[config.mk]
export PLATFORM = sky130hd
export DESIGN_NAME = comparator_status_control
export DESIGN_NICKNAME = d
export VERILOG_FILES = /design/src/include/cmp_pkg.sv /design/src/include/cmp_unit_if.sv /design/src/hw/comparator_status_control.sv /design/src/hw/comparator_unit_channel.sv
export VERILOG_INCLUDE_DIRS = /design/src /design/src/include
export SDC_FILE = /design/constraint.sdc
export NUM_CORES = 1
export LEC_CHECK = 0
export BUFFER_PORTS_ARGS = -buffer_cell sky130_fd_sc_hd__buf_2
export CAP_MARGIN = 20
export CORE_MARGIN = 2
export CORE_UTILIZATION = 30
export CTS_CLUSTER_DIAMETER = 100
export DETAILED_ROUTE_END_ITERATION = 8
export HOLD_SLACK_MARGIN = 0.12
export SYNTH_ARGS = -nofsm -noshare
export SYNTH_HDL_FRONTEND = slang
export SYNTH_SLANG_ARGS = --single-unit
[constraint.sdc]
create_clock -name clock -period 2.3 [get_ports clock]
set_clock_uncertainty 0.15 [all_clocks]
set_input_delay 0.46 -clock clock [delete_from_list [all_inputs] [get_ports clock]]
set_output_delay 0.46 -clock clock [all_outputs]
set_load 0.01 [all_outputs]
[src/include/cmp_defines.svh]
// register offsets, field positions, masks and reset values of the comparator block
`ifndef CMP_DEFINES_SVH
`define CMP_DEFINES_SVH
`define ADDR_W 9
`define STATUS_OFS 9'h000
`define CTRL_BASE 9'h010
`define MASK_BASE 9'h090
`define UNIT_SHIFT 4
`define REG_RESET 32'h00000000
`define STATUS_WMASK 32'h00002000
`define STATUS_ZERO_MASK 32'hffffdfe0
`define STATUS_OUT_BITS 5
`define IDLE_STOP_BIT 13
`define EVT_MIRROR_LSB 16
`define CTRL_WMASK 32'h007feed3
`define OPAMP_BITS 32'h00000c00
`define MASK_WMASK 32'h0000010f
`define FILT_SEL_LSB 20
`define FILT_EN_BIT 19
`define FILT_DIV_LSB 16
`define ON_BIT 15
`define OE_BIT 14
`define INV_BIT 13
`define OAO_BIT 11
`define AMPMOD_BIT 10
`define EVT_BIT 9
`define OUT_BIT 8
`define EDGE_LSB 6
`define CREF_BIT 4
`define CCH_LSB 0
`define BLANK_AND_BIT 8
`define FILT_TAPS 3
`endif

[src/include/cmp_pkg.sv]
// types shared by the comparator control block
package cmp_pkg;
	typedef enum logic [1:0] {OP_WRITE, OP_CLEAR, OP_SET, OP_INVERT} alias_op_e;
	typedef enum logic [1:0] {EDGE_NONE, EDGE_RISE, EDGE_FALL, EDGE_ANY} edge_sel_e;
	typedef logic [31:0] word_t;
endpackage : cmp_pkg

[src/include/cmp_unit_if.sv]
// configuration and status carried between the register bank and one comparator channel
`timescale 1ns/1ps
interface cmp_unit_if;
	logic on;
	logic invert;
	logic filtEn;
	logic [2:0] filtSel;
	logic [2:0] filtDiv;
	logic [1:0] edgeSel;
	logic [3:0] blankSrcEn;
	logic blankAnd;
	logic halt;
	logic evtFlag;
	logic outState;
	logic evtPulse;
	modport ctrl (output on, invert, filtEn, filtSel, filtDiv, edgeSel, blankSrcEn, blankAnd, halt, evtFlag,
		input outState, evtPulse);
	modport unit (input on, invert, filtEn, filtSel, filtDiv, edgeSel, blankSrcEn, blankAnd, halt, evtFlag,
		output outState, evtPulse);
endinterface : cmp_unit_if

[src/hw/comparator_status_control.sv]
// register bank and status logic for a group of comparator/op amp units
//
// Overview of operation
// - clear/set/invert aliases at +4, +8, +c
// - alias writes touch only written implemented ones
// - idle stop bit halts all units in idle
// - status bits 4..0 show comparator outputs
// - reported output follows selected polarity
// - status bits mirror unit output and event
// - unimplemented status bits read as zero
// - four-way inverting input channel select
// - output pin drive gated by enable
// - events follow selected edge of output
// - blanking and divided-rate digital filter
// - mask control picks blanking sources, logic
// - op amp and comparator enabled separately
// - up to eight units, one stand-alone
// - edge codes: none, rise, fall, any
// - set event flag blocks events until cleared
// - filter divide 1 to 128 by code
`timescale 1ns/1ps
`include "cmp_defines.svh"
module comparator_status_control
	import cmp_pkg::*;
#(
	parameter int NUM_UNITS = 5,
	parameter logic [7:0] STANDALONE = 8'h10,
	parameter bit EVT_MIRROR = 1'b0
)
(
	input wire logic clock,
	input wire logic reset_n,
	input wire logic [`ADDR_W-1:0] address,
	input wire logic [31:0] writeData,
	input wire logic writeStrobe,
	input wire logic readStrobe,
	output logic [31:0] readData,
	input wire logic idleMode,
	input wire logic [NUM_UNITS-1:0] cmpRaw,
	input wire logic [3:0] blankSrc,
	input wire logic [7:0] filtTick,
	output logic [NUM_UNITS-1:0] cmpOutPin,
	output logic [NUM_UNITS-1:0] cmpOutPinOe,
	output logic [NUM_UNITS-1:0] cmpEnable,
	output logic [NUM_UNITS-1:0] opampEnable,
	output logic [NUM_UNITS-1:0] opampOutEnable,
	output logic [NUM_UNITS-1:0] refSelect,
	output logic [2*NUM_UNITS-1:0] invChanSel,
	output logic [NUM_UNITS-1:0] eventTrigger
);
	localparam logic [`ADDR_W-1:0] UNIT_SPAN = `ADDR_W'(NUM_UNITS * 16);

	word_t statusCtl;
	word_t ctrl [NUM_UNITS];
	word_t mask [NUM_UNITS];
	word_t statusWord;
	word_t readValue;
	logic [NUM_UNITS-1:0] unitOut;
	logic [NUM_UNITS-1:0] unitEvt;
	logic [NUM_UNITS-1:0] evtFlag;
	logic [`ADDR_W-1:0] baseAddr;
	logic [`ADDR_W-1:0] ctrlOff;
	logic [`ADDR_W-1:0] maskOff;
	alias_op_e aliasOp;
	logic statusHit;
	logic ctrlHit;
	logic maskHit;
	logic [`ADDR_W-1-`UNIT_SHIFT:0] ctrlIdx;
	logic [`ADDR_W-1-`UNIT_SHIFT:0] maskIdx;
	logic haltAll;

	// merge a bus write into a register through the alias operations
	function automatic word_t aliasWrite(input word_t old, input word_t wd, input alias_op_e op,
		input word_t wm);
		word_t res;
		res = old;
		unique case (op)
			OP_WRITE: res = (old & ~wm) | (wd & wm);
			OP_CLEAR: res = old & ~(wd & wm);
			OP_SET: res = old | (wd & wm);
			OP_INVERT: res = old ^ (wd & wm);
		endcase
		return res;
	endfunction : aliasWrite

	// writable bits of one unit control word; stand-alone units lack op amp bits
	function automatic word_t ctrlMask(input int unsigned idx);
		word_t wm;
		wm = `CTRL_WMASK;
		if (STANDALONE[idx]) begin
			wm = wm & ~`OPAMP_BITS;
		end
		return wm;
	endfunction : ctrlMask

	////////////////////////////////////////////////////////////////////////////
	// address decode: low two word bits pick the alias
	assign aliasOp = alias_op_e'(address[3:2]);
	assign baseAddr = {address[`ADDR_W-1:4], 4'h0};
	assign ctrlOff = baseAddr - `CTRL_BASE;
	assign maskOff = baseAddr - `MASK_BASE;
	assign statusHit = baseAddr == `STATUS_OFS;
	assign ctrlHit = (baseAddr >= `CTRL_BASE) && (ctrlOff < UNIT_SPAN);
	assign maskHit = (baseAddr >= `MASK_BASE) && (maskOff < UNIT_SPAN);
	assign ctrlIdx = ctrlOff[`ADDR_W-1:`UNIT_SHIFT];
	assign maskIdx = maskOff[`ADDR_W-1:`UNIT_SHIFT];
	assign haltAll = idleMode && statusCtl[`IDLE_STOP_BIT];

	////////////////////////////////////////////////////////////////////////////
	// shared status: only the idle stop bit is stored
	// write, clear, set and invert aliases on the status word
	always_ff @(posedge clock or negedge reset_n) begin
		if (!reset_n) begin
			statusCtl <= `REG_RESET;
		end else if (writeStrobe && statusHit) begin
			statusCtl <= aliasWrite(statusCtl, writeData, aliasOp, `STATUS_WMASK);
		end
	end

	always_ff @(posedge clock or negedge reset_n) begin
		if (!reset_n) begin
			for (int i = 0; i < NUM_UNITS; i++) begin
				mask[i] <= `REG_RESET;
			end
		end else if (writeStrobe && maskHit) begin
			for (int i = 0; i < NUM_UNITS; i++) begin
				if (int'(maskIdx) == i) begin
					mask[i] <= aliasWrite(mask[i], writeData, aliasOp, `MASK_WMASK);
				end
			end
		end
	end

	// control words; op amp bits absent on stand-alone units
	// hardware event set placed last so it wins over a clear
	always_ff @(posedge clock or negedge reset_n) begin
		if (!reset_n) begin
			for (int i = 0; i < NUM_UNITS; i++) begin
				ctrl[i] <= `REG_RESET;
			end
		end else begin
			for (int i = 0; i < NUM_UNITS; i++) begin
				if (writeStrobe && ctrlHit && int'(ctrlIdx) == i) begin
					ctrl[i] <= aliasWrite(ctrl[i], writeData, aliasOp, ctrlMask(i));
				end
				if (unitEvt[i]) begin
					ctrl[i][`EVT_BIT] <= 1'b1;
				end
			end
		end
	end

	////////////////////////////////////////////////////////////////////////////
	// one channel per unit, up to eight
	genvar g;
	generate
		for (g = 0; g < NUM_UNITS; g++) begin : gUnit
			cmp_unit_if cu ();
			assign cu.on = ctrl[g][`ON_BIT];
			assign cu.invert = ctrl[g][`INV_BIT];
			assign cu.filtEn = ctrl[g][`FILT_EN_BIT];
			assign cu.filtSel = ctrl[g][`FILT_SEL_LSB+:3];
			assign cu.filtDiv = ctrl[g][`FILT_DIV_LSB+:3];
			assign cu.edgeSel = ctrl[g][`EDGE_LSB+:2];
			assign cu.blankSrcEn = mask[g][3:0];
			assign cu.blankAnd = mask[g][`BLANK_AND_BIT];
			assign cu.halt = haltAll;
			assign cu.evtFlag = ctrl[g][`EVT_BIT];
			assign unitOut[g] = cu.outState;
			assign unitEvt[g] = cu.evtPulse;
			assign evtFlag[g] = ctrl[g][`EVT_BIT];

			comparator_unit_channel uChan (
				.clock(clock),
				.reset_n(reset_n),
				.cmpRaw(cmpRaw[g]),
				.blankSrc(blankSrc),
				.filtTick(filtTick),
				.cu(cu)
			);

			// pin driven only when enabled and on
			assign cmpOutPin[g] = cu.outState;
			assign cmpOutPinOe[g] = ctrl[g][`OE_BIT] && ctrl[g][`ON_BIT];
			// independent comparator and op amp enables
			assign cmpEnable[g] = ctrl[g][`ON_BIT] && !haltAll;
			assign opampEnable[g] = ctrl[g][`AMPMOD_BIT] && !haltAll;
			assign opampOutEnable[g] = ctrl[g][`OAO_BIT];
			assign refSelect[g] = ctrl[g][`CREF_BIT];
			assign invChanSel[2*g+:2] = ctrl[g][`CCH_LSB+:2];
			assign eventTrigger[g] = cu.evtPulse;

		end
	endgenerate

	////////////////////////////////////////////////////////////////////////////
	// outputs in low bits, idle stop at bit 13
	// optional event mirror, off by default
	always_comb begin
		statusWord = '0;
		for (int i = 0; i < NUM_UNITS && i < `STATUS_OUT_BITS; i++) begin
			statusWord[i] = unitOut[i];
			if (EVT_MIRROR) begin
				statusWord[`EVT_MIRROR_LSB+i] = evtFlag[i];
			end
		end
		statusWord[`IDLE_STOP_BIT] = statusCtl[`IDLE_STOP_BIT];
	end

	always_comb begin
		readValue = '0;
		if (aliasOp == OP_WRITE) begin
			if (statusHit) begin
				readValue = statusWord;
			end
			for (int i = 0; i < NUM_UNITS; i++) begin
				if (ctrlHit && int'(ctrlIdx) == i) begin
					readValue = (ctrl[i] & ctrlMask(i)) | (word_t'(unitOut[i]) << `OUT_BIT);
				end
				if (maskHit && int'(maskIdx) == i) begin
					readValue = mask[i];
				end
			end
		end
	end

	// read data valid only in the cycle after the strobe
	always_ff @(posedge clock or negedge reset_n) begin
		if (!reset_n) begin
			readData <= '0;
		end else begin
			readData <= readStrobe ? readValue : '0;
		end
	end
endmodule : comparator_status_control

[src/hw/comparator_unit_channel.sv]
// one comparator channel: synchroniser, polarity, blanking, filter and edge events
`timescale 1ns/1ps
`include "cmp_defines.svh"
module comparator_unit_channel
	import cmp_pkg::*;
(
	input wire logic clock,
	input wire logic reset_n,
	input wire logic cmpRaw,
	input wire logic [3:0] blankSrc,
	input wire logic [7:0] filtTick,
	cmp_unit_if.unit cu
);
	logic rawMeta;
	logic rawSync;
	logic polOut;
	logic blankAct;
	logic srcTick;
	logic sampleTick;
	logic [6:0] divCnt;
	logic [6:0] divMask;
	logic [`FILT_TAPS-1:0] hist;
	logic next_out;
	logic prevOut;
	logic edgeHit;

	////////////////////////////////////////////////////////////////////////////
	// analog result comes from outside the clock domain
	always_ff @(posedge clock or negedge reset_n) begin
		if (!reset_n) begin
			rawMeta <= 1'b0;
			rawSync <= 1'b0;
		end else begin
			rawMeta <= cmpRaw;
			rawSync <= rawMeta;
		end
	end

	assign polOut = rawSync ^ cu.invert;

	// blanking window from chosen sources, or/and combine
	assign blankAct = (cu.blankSrcEn != 4'h0) && (cu.blankAnd ? ((blankSrc | ~cu.blankSrcEn) == 4'hf)
		: ((blankSrc & cu.blankSrcEn) != 4'h0));

	////////////////////////////////////////////////////////////////////////////
	// power of two sample divider
	assign srcTick = filtTick[cu.filtSel];
	assign divMask = 7'((8'h01 << cu.filtDiv) - 8'h01);
	assign sampleTick = srcTick && ((divCnt & divMask) == divMask);

	always_ff @(posedge clock or negedge reset_n) begin
		if (!reset_n) begin
			divCnt <= 7'h00;
		end else if (srcTick) begin
			divCnt <= divCnt + 7'h01;
		end
	end

	// sample history for the digital filter
	always_ff @(posedge clock or negedge reset_n) begin
		if (!reset_n) begin
			hist <= '0;
		end else if (sampleTick) begin
			hist <= {hist[`FILT_TAPS-2:0], polOut};
		end
	end

	// output held while blanked, changes on agreeing samples
	always_comb begin
		next_out = cu.outState;
		if (!cu.on) begin
			next_out = 1'b0;
		end else if (cu.halt || blankAct) begin
			next_out = cu.outState;
		end else if (!cu.filtEn) begin
			next_out = polOut;
		end else if (&hist) begin
			next_out = 1'b1;
		end else if (~|hist) begin
			next_out = 1'b0;
		end
	end

	always_ff @(posedge clock or negedge reset_n) begin
		if (!reset_n) begin
			cu.outState <= 1'b0;
			prevOut <= 1'b0;
		end else begin
			cu.outState <= next_out;
			prevOut <= cu.outState;
		end
	end

	////////////////////////////////////////////////////////////////////////////
	// edge from the output state in successive cycles
	always_comb begin
		edgeHit = 1'b0;
		unique case (edge_sel_e'(cu.edgeSel))
			EDGE_NONE: edgeHit = 1'b0;
			EDGE_RISE: edgeHit = cu.outState & ~prevOut;
			EDGE_FALL: edgeHit = ~cu.outState & prevOut;
			EDGE_ANY: edgeHit = cu.outState ^ prevOut;
		endcase
	end

	// no new event while the flag is set
	assign cu.evtPulse = edgeHit && cu.on && !cu.halt && !cu.evtFlag;
endmodule : comparator_unit_channel

Word level (Yosys, flattened, before mapping)
Cells that the tools add are included.
- word-level logic and storage cells: 424
- output and inout bits: 77
- register bits: 454
- input port bits: 63
- reduce and logical (&&, ||, !) cells: 116
- equal/unequal tests: 46
- multiplexer cells: 82
- shift-type cells: 5
- bitwise operators: 107
- $add $sub $neg: 12
- magnitude comparators: 9
- operators by type and width (operator ; count):
    $pmux 32 s4 ; 11
    $mux 32 ; 15
    $and 32x32->32 ; 14
    $or 32x9->32 ; 11
    $or 32x23->32 ; 8
    $xor 32x9->32 ; 5
    $xor 32x23->32 ; 4
    $or 23x9->23 ; 4
    $not 32->32 ; 2
    $or 32x14->32 ; 2
    $or 32x32->32 ; 2
    $logic_and 1x1->1 ; 61
    $mux 10 ; 5
    $mux 1 ; 40
    $reduce_bool 4->1 ; 10
    $add 7x1->7 const B ; 5
    $and 7x7->7 ; 5
    $eq 7x7->1 ; 5
    $shl 1x3->7 const A ; 5
    $sub 7x1->7 const B ; 5
    $not 14->32 ; 1
    $not 23->32 ; 1
    $not 9->32 ; 1
    $xor 32x14->32 ; 1
    33 further kinds ; 154

Longest topological paths before layout
Gate-level depths: netlist of the first run.
- depth after elaboration: 16
- gate-level depth with buffers: 13

Cells and area by module
Synthesis of the first run repeated with hierarchy kept, for this count alone.
- cells, all modules: 2229
- area, all modules: 22265.1 sq um
- modules (own cells, without submodules) (module ; area an instance (sq um) ; times used ; cells each):
    comparator_status_control ; 17693.2 ; 1 ; 1793
    comparator_unit_channel at gUnit[0].uChan ... ; 914.6 ; 4 ; 87
    comparator_unit_channel at gUnit[4].uChan ; 913.4 ; 1 ; 88

Worst setup path before layout of the first run
OpenSTA, ideal clock, no wires.
- kind: in2reg
- start: input address[4]
- end: register ctrl[15] in the netlist's numbering
- stages: 13
- arrival time: 2.369 ns
- library setup time: 0.123 ns
- slack: -0.341 ns
- path buffers: 4
- cell sequence: inv_1 ha_1 buf_4 and3b_1 buf_4 a31oi_2 o21a_4 or3_4 or2_1 buf_6 buf_8 nor2_4 a21oi_2
- cells in the longest elaborated chain, start to end: 5
- elaborated cells on any way between the ends: 7
- those cells by class: add/sub (1); order compare (2); eq/ne (1); reduce/logical (3)
- ends and longest elaborated chain (item ; RTL line ; source):
    start: declaration ; comparator_status_control.sv:33 ; input wire logic [`ADDR_W-1:0] address,
    $sub 9x5->9 (no source line) ; n/a ;
    $lt 9x7->1 ; comparator_status_control.sv:103 ; assign ctrlHit = (baseAddr >= `CTRL_BASE) && (ctrlOff < UNIT_SPAN);
    $logic_and 1x1->1 ; comparator_status_control.sv:103 ;
    $logic_and 1x1->1 ; comparator_status_control.sv:143 ; if (writeStrobe && ctrlHit && int'(ctrlIdx) == i) begin
    $logic_and 1x1->1 (*) ; comparator_status_control.sv:143 ;
    end signal: indexed assignment ; comparator_status_control.sv:139 ; ctrl[i] <= `REG_RESET;
    end signal: indexed assignment ; comparator_status_control.sv:144 ; ctrl[i] <= aliasWrite(ctrl[i], writeData, aliasOp, ctrlMask(i));
    end: declaration ; comparator_status_control.sv:54 ; word_t ctrl [NUM_UNITS];
Mark *: on every way between the ends. The rest lies on a longest branch, timed or not.
A chain may end at the register's enable or synchronous reset.

Worst setup path in the final report of the first run
- start: register gUnit[0].uChan.cu.outState
- end: output eventTrigger[0]
- cells in the longest elaborated chain, start to end: 6
- elaborated cells on any way between the ends: 8
- those cells by class: mux (1); bitwise (4); reduce/logical (3)
- ends and longest elaborated chain (item ; RTL line ; source):
    start: declaration ; cmp_unit_if.sv:19 ; output outState, evtPulse);
    start signal: assignment ; comparator_unit_channel.sv:89 ; cu.outState <= next_out;
    $not 1->1 ; comparator_unit_channel.sv:101 ; EDGE_FALL: edgeHit = ~cu.outState & prevOut;
    $and 1x1->1 ; comparator_unit_channel.sv:101 ;
    $pmux 1 s4 (*) ; comparator_unit_channel.sv:98 ; unique case (edge_sel_e'(cu.edgeSel))
    $logic_and 1x1->1 (*) (3 in series) ; comparator_unit_channel.sv:107 ; assign cu.evtPulse = edgeHit && cu.on && !cu.halt && !cu.evtFlag;
    end: declaration ; comparator_status_control.sv:49 ; output logic [NUM_UNITS-1:0] eventTrigger
Marks and branches as above.

==> results of run 1 <==
==> what timing repair did <==
| action | CTS | global route |
|---|---|---|
| buffers inserted | 13 | 5 |
| setup endpoints to repair | 36 | 74 |
| endpoints found under the hold margin | 47 | 0 |
| hold buffers | 7 | 0 |
| pin swaps | 16 | 14 |
| cloned | 1 | 2 |
| resized for setup | 50 | 36 |
==> worst paths after layout <==
path / from / slack, ns / depth (start not counted) / endpoint
max in group asynchronous: reset_n / 0.93 / 3 / ctrl[52]$_DFFE_PN0P_
max: gUnit[0].uChan.cu.outState$_DFFE_PN0P_ / -0.14 / 5 / eventTrigger[0]
max reg2reg: ctrl[52]$_DFFE_PN0P_ / 0.11 / 6 / gUnit[3].uChan.hist[1]$_DFFE_PN0P_
min in group asynchronous: reset_n / 0.34 / 2 / gUnit[3].uChan.rawMeta$_DFF_PN0_
min reg2reg: gUnit[2].uChan.rawMeta$_DFF_PN0_ / 0.20 / 0 / gUnit[2].uChan.rawSync$_DFF_PN0_
min: gUnit[2].uChan.rawMeta$_DFF_PN0_ / 0.20 / 0 / gUnit[2].uChan.rawSync$_DFF_PN0_
==> registers in the layout (all words and copies together), names as in the netlist <==
signal	count
gUnit.uChan.cu.outState	5
gUnit.uChan.hist	15
statusCtl	1
gUnit.uChan.rawSync	5
gUnit.uChan.divCnt	35
gUnit.cu.blankSrcEn	20
gUnit.uChan.rawMeta	5
invChanSel	10
readData	32
gUnit.uChan.prevOut	5
mask	135
gUnit.cu.blankAnd	5
ctrl	69
refSelect	5
opampOutEnable	4
==> Yosys cell counts, drive strengths merged, types with 25 or more instances <==
| master | n |
|---|---|
| ha | 248 |
| xnor2 | 29 |
| nand2 | 141 |
| a211oi | 100 |
| inv | 152 |
| buf | 76 |
| a221oi | 32 |
| a31oi | 26 |
| nor2 | 235 |
| a21oi | 304 |
| o21ai | 84 |
| nand3 | 25 |
| o22ai | 26 |
| clkbuf | 219 |
| dfrtp | 351 |
| nor2b | 33 |
| nor3 | 36 |
==> power groups by stage <==
| stage | clock network [mW] | registers [mW] | logic, mW |
|---|---|---|---|
| 3_5_place_dp | 0 | 8.54 | 5.45 |
| 2_1_floorplan | 0 | 8.03 | 3.65 |
| 5_1_grt | 7.02 | 8.62 | 6.45 |
| 4_1_cts | 6.75 | 8.45 | 5.69 |
| 3_3_place_gp | 0 | 8.53 | 5.31 |
| 6_report | 6.61 | 8.48 | 5.73 |
==> layout make-up <==
| type | instances | area (sq um) |
|---|---|---|
| sequential | 351 | 8790 |
| clock inverter | 15 | 203 |
| tap | 950 | 1190 |
| timing repair buffer | 337 | 2800 |
| multi-input combinational | 1565 | 11400 |
| fill | 7183 | 45500 |
| inverter | 153 | 598 |
| clock buffer | 55 | 1130 |
==> kinds of logic (layout without fill, tap and decap cells) <==
kind of cell             Yosys count  after routing
multiplexers                      50             50
XOR/XNOR                          39             39
flip-flops                       351            351
adder cells (fa/ha/maj)          248            248
AO/OA/AOI/OAI                    691            691
buffers and inverters            448            560
AND/OR/NAND/NOR                  533            535
other                              1              2
==> per-layer routing <==
layer  share of wire, %  wire length, microns  track usage (%)  vias to the layer above
met5              0.059                    39                0                        -
met3                5.6                  3720             3.16                       88
met4                2.4                  1570             4.52                        6
met1                 44                 29300             23.5                     8255
li1                   -                     -                -                     8340
met2                 48                 31800             29.2                      467
==> per-stage QoR <==
stage          worst slack, ns  area, sq um  utilization (%)
4_1_cts                 -0.138        25900             36.1
2_1_floorplan           -0.153        21900                -
5_1_grt                 -0.235        26100             36.4
3_5_place_dp            -0.634        24200             33.8
3_3_place_gp            -0.582        24200             33.8
6_report                -0.143        26100             36.4
==> critical path: stages, from the launching register on <==
cell,delay (ns)
dfrtp_1,0.43
inv_2,0.07
ha_4,0.25
a31oi_4,0.14
o2111a_1,0.25
buf_6,0.13
==> impl_metrics.csv, run 1 <==
group,metric,value,unit
sta,clock.fmax,409,MHz
synthesis,yosys.cell_types.count,69,
global_routing,grt_pass1_wl,101000,microns
placed_design,hpwl,48900,microns
hold_path,hold_path.class,"reg -> reg",
synthesis,netlist_area,21700,sq um
layout,final_cell_mix,"dfrtp_1 (348), a21oi_1 (284), ha_1 (240)",
sta,layout_worst_path_cycle_share,106,%
routing,avgRoutedWirePerCell,19.4,microns
clock_network,clkTransAtPathRegs,0.06,ns
routing,wirelength,66500,microns
power_and_ir_drop,p_int,13.6,mW
sta,fin_ws,-0.143,ns
routing,final_antenna_net_count,0,
sta,hold_viol_final,0,
floorplan,die_w,273,microns
synthesis,synthMuxAreaShare,2.99,%
synthesis,synth_compound_area_share,20.3,%
run,maxCapViolCount,0,
status,status,"complete, but fails checks",
sta,worst_slew_pin_slew,1.01,ns
setup_path,cp-end-kind,"output pin",
sta,rsz0062_at_grt,"true",
synthesis,synth_xor_area_share,1.61,%
synthesis,syn_area_per_cell,9.19,sq um
power_and_ir_drop,finalPower,20.8,mW
power_and_ir_drop,ir_drop,0.491,mV
placed_design,io_buffers,124,
floorplan,core,71600,sq um
global_routing,first_global_vias,16300,
clock_network,cts.path.max_buffers,3,
power_and_ir_drop,leakagePower,12.2,nW
synthesis,yosys_register_bits,351,
synthesis,synth_seq_area_share,40.5,%
sta,timing.hold.ws,0.198,ns
power_and_ir_drop,p_clk_share,31.8,%
floorplan,ios,140,
setup_path,arrival,1.83,ns
placed_design,gp_congestion,0.881,
synthesis,synth_edf_count,0,
power_and_ir_drop,combPwrFrac,27.5,%
setup_path,worstSetupPathType,"reg -> out",
setup_path,cp_max_fo,3,
routing,drc,0,
sta,final-max-slew-violation-count,0,
setup_path,critPathRequiredTime,1.69,ns
synthesis,synth_top_family_by_area,"compound AO/OA/AOI/OAI gates",
synthesis,yosys-top-cells-area,"dfrtp_1 (40%), ha_1 (14%), a21oi_1 (6.6%), clkbuf_1 (3.8%), nor2_1 (3.7%)",
synthesis,synth-main-ff-cell,"dfrtp_1",
synthesis,synth_simple_gate_area_share,11.5,%
sta,tns,-0.541,ns
routing,drtPass1Iterations,7,
routing,via_count,17200,
global_routing,gr-total-overflow,0,
synthesis,synth_top_area_cell,"dfrtp_1",
power_and_ir_drop,pwr-share-seq,40.7,%
synthesis,synth_top_area_share,40.5,%
power_and_ir_drop,p_sw,7.21,mW
synthesis,yosys_warnings,0,
synthesis,synth_adder_area_share,14.3,%
routing,vias_per_cell,5.01,
floorplan,die_y,273,microns
power_and_ir_drop,swShare,34.6,%
floorplan,start_util,30.3,%
clock_network,cts_root_buf,"clkbuf_16",
synthesis,syn_inst,2361,
status,failed_checks,"setup timing",
clock_network,cts_sinks,351,
global_routing,grt_antenna_before_repair,3,
synthesis,async_flop_share,100,%
clock_network,htreeDepth,2,
clock_network,numCtsBuffers,39,
global_routing,grt_use_total,17.6,%
layout,drive_gt1_share,21.1,%
layout,final_common_cell,"dfrtp_1",
power_and_ir_drop,powerDensity,798,nW/um^2
layout,final_nets,2758,
setup_path,critPathLaunchType,"register",
layout,n_antenna_cell,0,
floorplan,placementRows,98,
placed_design,place_inst,3329,
sta,slew_headroom,32.5,%
layout,instances_no_fill,3426,
sta,period_minus_slack,2.44,ns
clock_network,clk_latency,0.56,ns
clock_network,tritoncts,"done",
layout,area_growth,20.2,%
routing,drt_iter0_drc,1339,
global_routing,grt_max_degree,90,
sta,setup_viol,6,
floorplan,dieArea,74500,sq um
(Power assumes the default switching activity.)
==> run 2: changes to the inputs <==
Settings changed: ABC_AREA from default to 1.
==> impl_metrics.csv, run 2 <==
group,metric,value,unit
status,status,"complete, but fails checks",
status,failed_checks,"setup timing",
power_and_ir_drop,powerDensity,825,nW/um^2
sta,clock.fmax,387,MHz
synthesis,yosys.cell_types.count,50,
setup_path,r2r_start,"ctrl[52]$_DFFE_PN0P_",
placed_design,gp_congestion,0.886,
clock_network,numCtsBuffers,38,
clock_network,cts_root_buf,"clkbuf_16",
setup_path,worstSetupPathType,"reg -> out",
synthesis,synth_edf_count,0,
synthesis,syn_inst,2488,
synthesis,netlist_area,20900,sq um
sta,period_minus_slack,2.59,ns
clock_network,tritoncts,"done",
floorplan,dieArea,71900,sq um
synthesis,synth.most_common_cell,"nand2_1",
power_and_ir_drop,leakagePower,12.2,nW
synthesis,syn_area_per_cell,8.42,sq um
placed_design,place_ws,-0.455,ns
floorplan,die_w,268,microns
power_and_ir_drop,ir_drop,0.968,mV
layout,final_cell_mix,"nand2_1 (554), dfrtp_1 (351), ha_1 (245)",
layout,largest_register_ffs,135,
clock_network,htreeDepth,2,
synthesis,synth_top_area_cell,"dfrtp_1",
routing,avgRoutedWirePerCell,18.0,microns
floorplan,start_util,30.4,%
synthesis,yosys-top-cells-count,"nand2_1 (556), dfrtp_1 (351), ha_1 (248)",
floorplan,ios,140,
setup_path,arrival,1.98,ns
routing,wirelength,63400,microns
sta,setup_viol,11,
global_routing,first_global_vias,16300,
clock_network,clk_latency,0.54,ns
synthesis,synth-main-ff-cell,"dfrtp_1",
sta,worst_slew_pin_slew,0.631,ns
setup_path,cp-end-kind,"output pin",
layout,n_antenna_cell,0,
clock_network,cts.path.max_buffers,3,
routing,drtPass1Iterations,5,
sta,fin_ws,-0.286,ns
run,maxCapViolCount,0,
layout,regMostFlops,"mask",
setup_path,critPathLaunch,"statusCtl[13]$_DFFE_PN0P_",
global_routing,grt_use_total,17.7,%
power_and_ir_drop,p_clk_share,31.1,%
power_and_ir_drop,p_int,13.3,mW
power_and_ir_drop,finalPower,20.6,mW
clock_network,clkTransAtPathRegs,0.06,ns
power_and_ir_drop,swShare,35.3,%
placed_design,hpwl,46700,microns
sta,slew_headroom,57.9,%
placed_design,io_buffers,124,
hold_path,hold_path.class,"in -> reg",
routing,final_antenna_net_count,0,
layout,area_growth,19.0,%
layout,largestRegisters,"mask (135), ctrl (69), gUnit.uChan.divCnt (35)",
sta,hold_viol_final,0,
layout,drive_gt1_share,16.0,%
global_routing,grt_max_degree,64,
clock_network,cts_sinks,351,
hold_path,hp-start,"readStrobe",
setup_path,critPathRequiredTime,1.69,ns
synthesis,synth_seq_area_share,41.9,%
sta,final-max-slew-violation-count,0,
floorplan,core,68800,sq um
sta,layout_worst_path_cycle_share,112,%
global_routing,grt_antenna_before_repair,3,
routing,drt_iter0_drc,1400,
synthesis,yosys_register_bits,351,
floorplan,die_y,268,microns
routing,drc,0,
global_routing,grt_pass1_wl,98400,microns
routing,via_count,17000,
power_and_ir_drop,p_sw,7.26,mW
synthesis,yosys-top-cells-area,"dfrtp_1 (42%), ha_1 (15%), nand2_1 (10%), inv_1 (4.4%), o21ai_0 (4.1%)",
sta,rsz0062_at_grt,"true",
layout,final_nets,2873,
synthesis,synth_top_area_share,41.9,%
power_and_ir_drop,pwr-share-seq,40.9,%
synthesis,async_flop_share,100,%
floorplan,placementRows,96,
setup_path,critPathLaunchType,"register",
global_routing,gr-total-overflow,0,
setup_path,cp_max_fo,6,
routing,vias_per_cell,4.82,
layout,final_common_cell,"nand2_1",
synthesis,yosys_warnings,0,
power_and_ir_drop,combPwrFrac,27.9,%
setup_path,r2r_slack,0.24,ns
==> run 2: changes by cell type after synthesis, sizes merged, moves of 19 or more <==
cell     previous run  this run
inv               152       253
o2111ai             0        76
buf                76        57
o211ai              2        61
nand3              25        61
nand2             141       560
a211oi            100         4
nor2b              33         0
clkbuf            219       200
a21oi             304        99
o21ai              84       189
nor2              235       160
nor3               36        16
a211o              20         0
==> run 2: final cells by class <==
type                    instances  area (sq um)
fillers                      6957         43900
multi-input cells            1625         10300
clock inverters                19           220
flip-flops and latches        351          8780
well taps                     931          1160
clock buffers                  48          1060
inverters                     256           967
repair buffers                290          2430
==> run 2: through the flow <==
stage | hold slack (ns) | std cells | instance area (sq um) | TNS, ns | util, %
floorplan | 0.0144 | 2489 | 21000 | -0.440 | -
global placement | 0.184 | 3438 | 23200 | -28.87 | 33.7
detailed placement | 0.189 | 3438 | 23200 | -29.37 | 33.7
CTS | 0.158 | 3521 | 24900 | -2.03 | 36.2
global route | 0.207 | 3520 | 24900 | -2.93 | 36.2
finish | 0.175 | 3520 | 24900 | -1.85 | 36.2
==> run 2: power by group through the flow <==
| stage | registers (mW) | clock network [mW] | logic (mW) |
|---|---|---|---|
| 4_1_cts | 8.41 | 6.53 | 5.76 |
| 6_report | 8.42 | 6.40 | 5.75 |
| 3_5_place_dp | 8.48 | 0 | 5.44 |
| 2_1_floorplan | 8.09 | 0 | 3.70 |
| 5_1_grt | 8.59 | 6.80 | 6.60 |
| 3_3_place_gp | 8.48 | 0 | 5.30 |
==> run 2: worst paths after layout <==
check | end | cells past startpoint
setup reg to reg | gUnit[3].uChan.hist[1]$_DFFE_PN0P_ | 8
hold / removal | readData[10]$_DFF_PN0_ | 4
hold reg to reg | gUnit[1].uChan.rawSync$_DFF_PN0_ | 0
setup / recovery | eventTrigger[1] | 7
max in group asynchronous | mask[146]$_DFFE_PN0P_ | 3
min in group asynchronous | mask[23]$_DFFE_PN0P_ | 2
==> run 2: kinds of logic (layout without fill, tap and decap cells) <==
family,Yosys count,in the layout,share of synthesized area [%]
xor gates and xnor gates,33,33,1.42
adders and majority gates,248,248,14.8
and+or+nand+nor,809,809,15.7
DFF,351,351,41.9
other,1,2,0.0179
AOI/OAI and AO/OA,525,525,15.8
muxes,8,8,0.406
buffers and inverters,513,613,9.93
==> run 2: repair_timing <==
item,in CTS,in global routing
setup endpoints to repair,14,21
pin swaps,8,3
hold endpoints to repair,104,0
hold buffers,6,0
gates resized for setup,55,9
setup buffers,12,2
==> run 2: worst max-delay path, stage by stage (launching register included) <==
cell and delay (ns):
dfrtp_1 0.40, nand2_2 0.10, clkinvlp_4 0.10, buf_12 0.15
nor2_2 0.11, inv_1 0.09, a2111oi_4 0.27, buf_4 0.21
==> run 2: routing by layer <==
layer | up-vias | GRT usage [%] | share of wire (%) | wire length, microns
met5 | - | 0 | 0.017 | 11
met4 | 2 | 3.61 | 1.7 | 1100
met3 | 77 | 2.41 | 5.4 | 3420
met2 | 424 | 29.9 | 48 | 30400
met1 | 8147 | 24.2 | 45 | 28400
li1 | 8319 | - | - | -
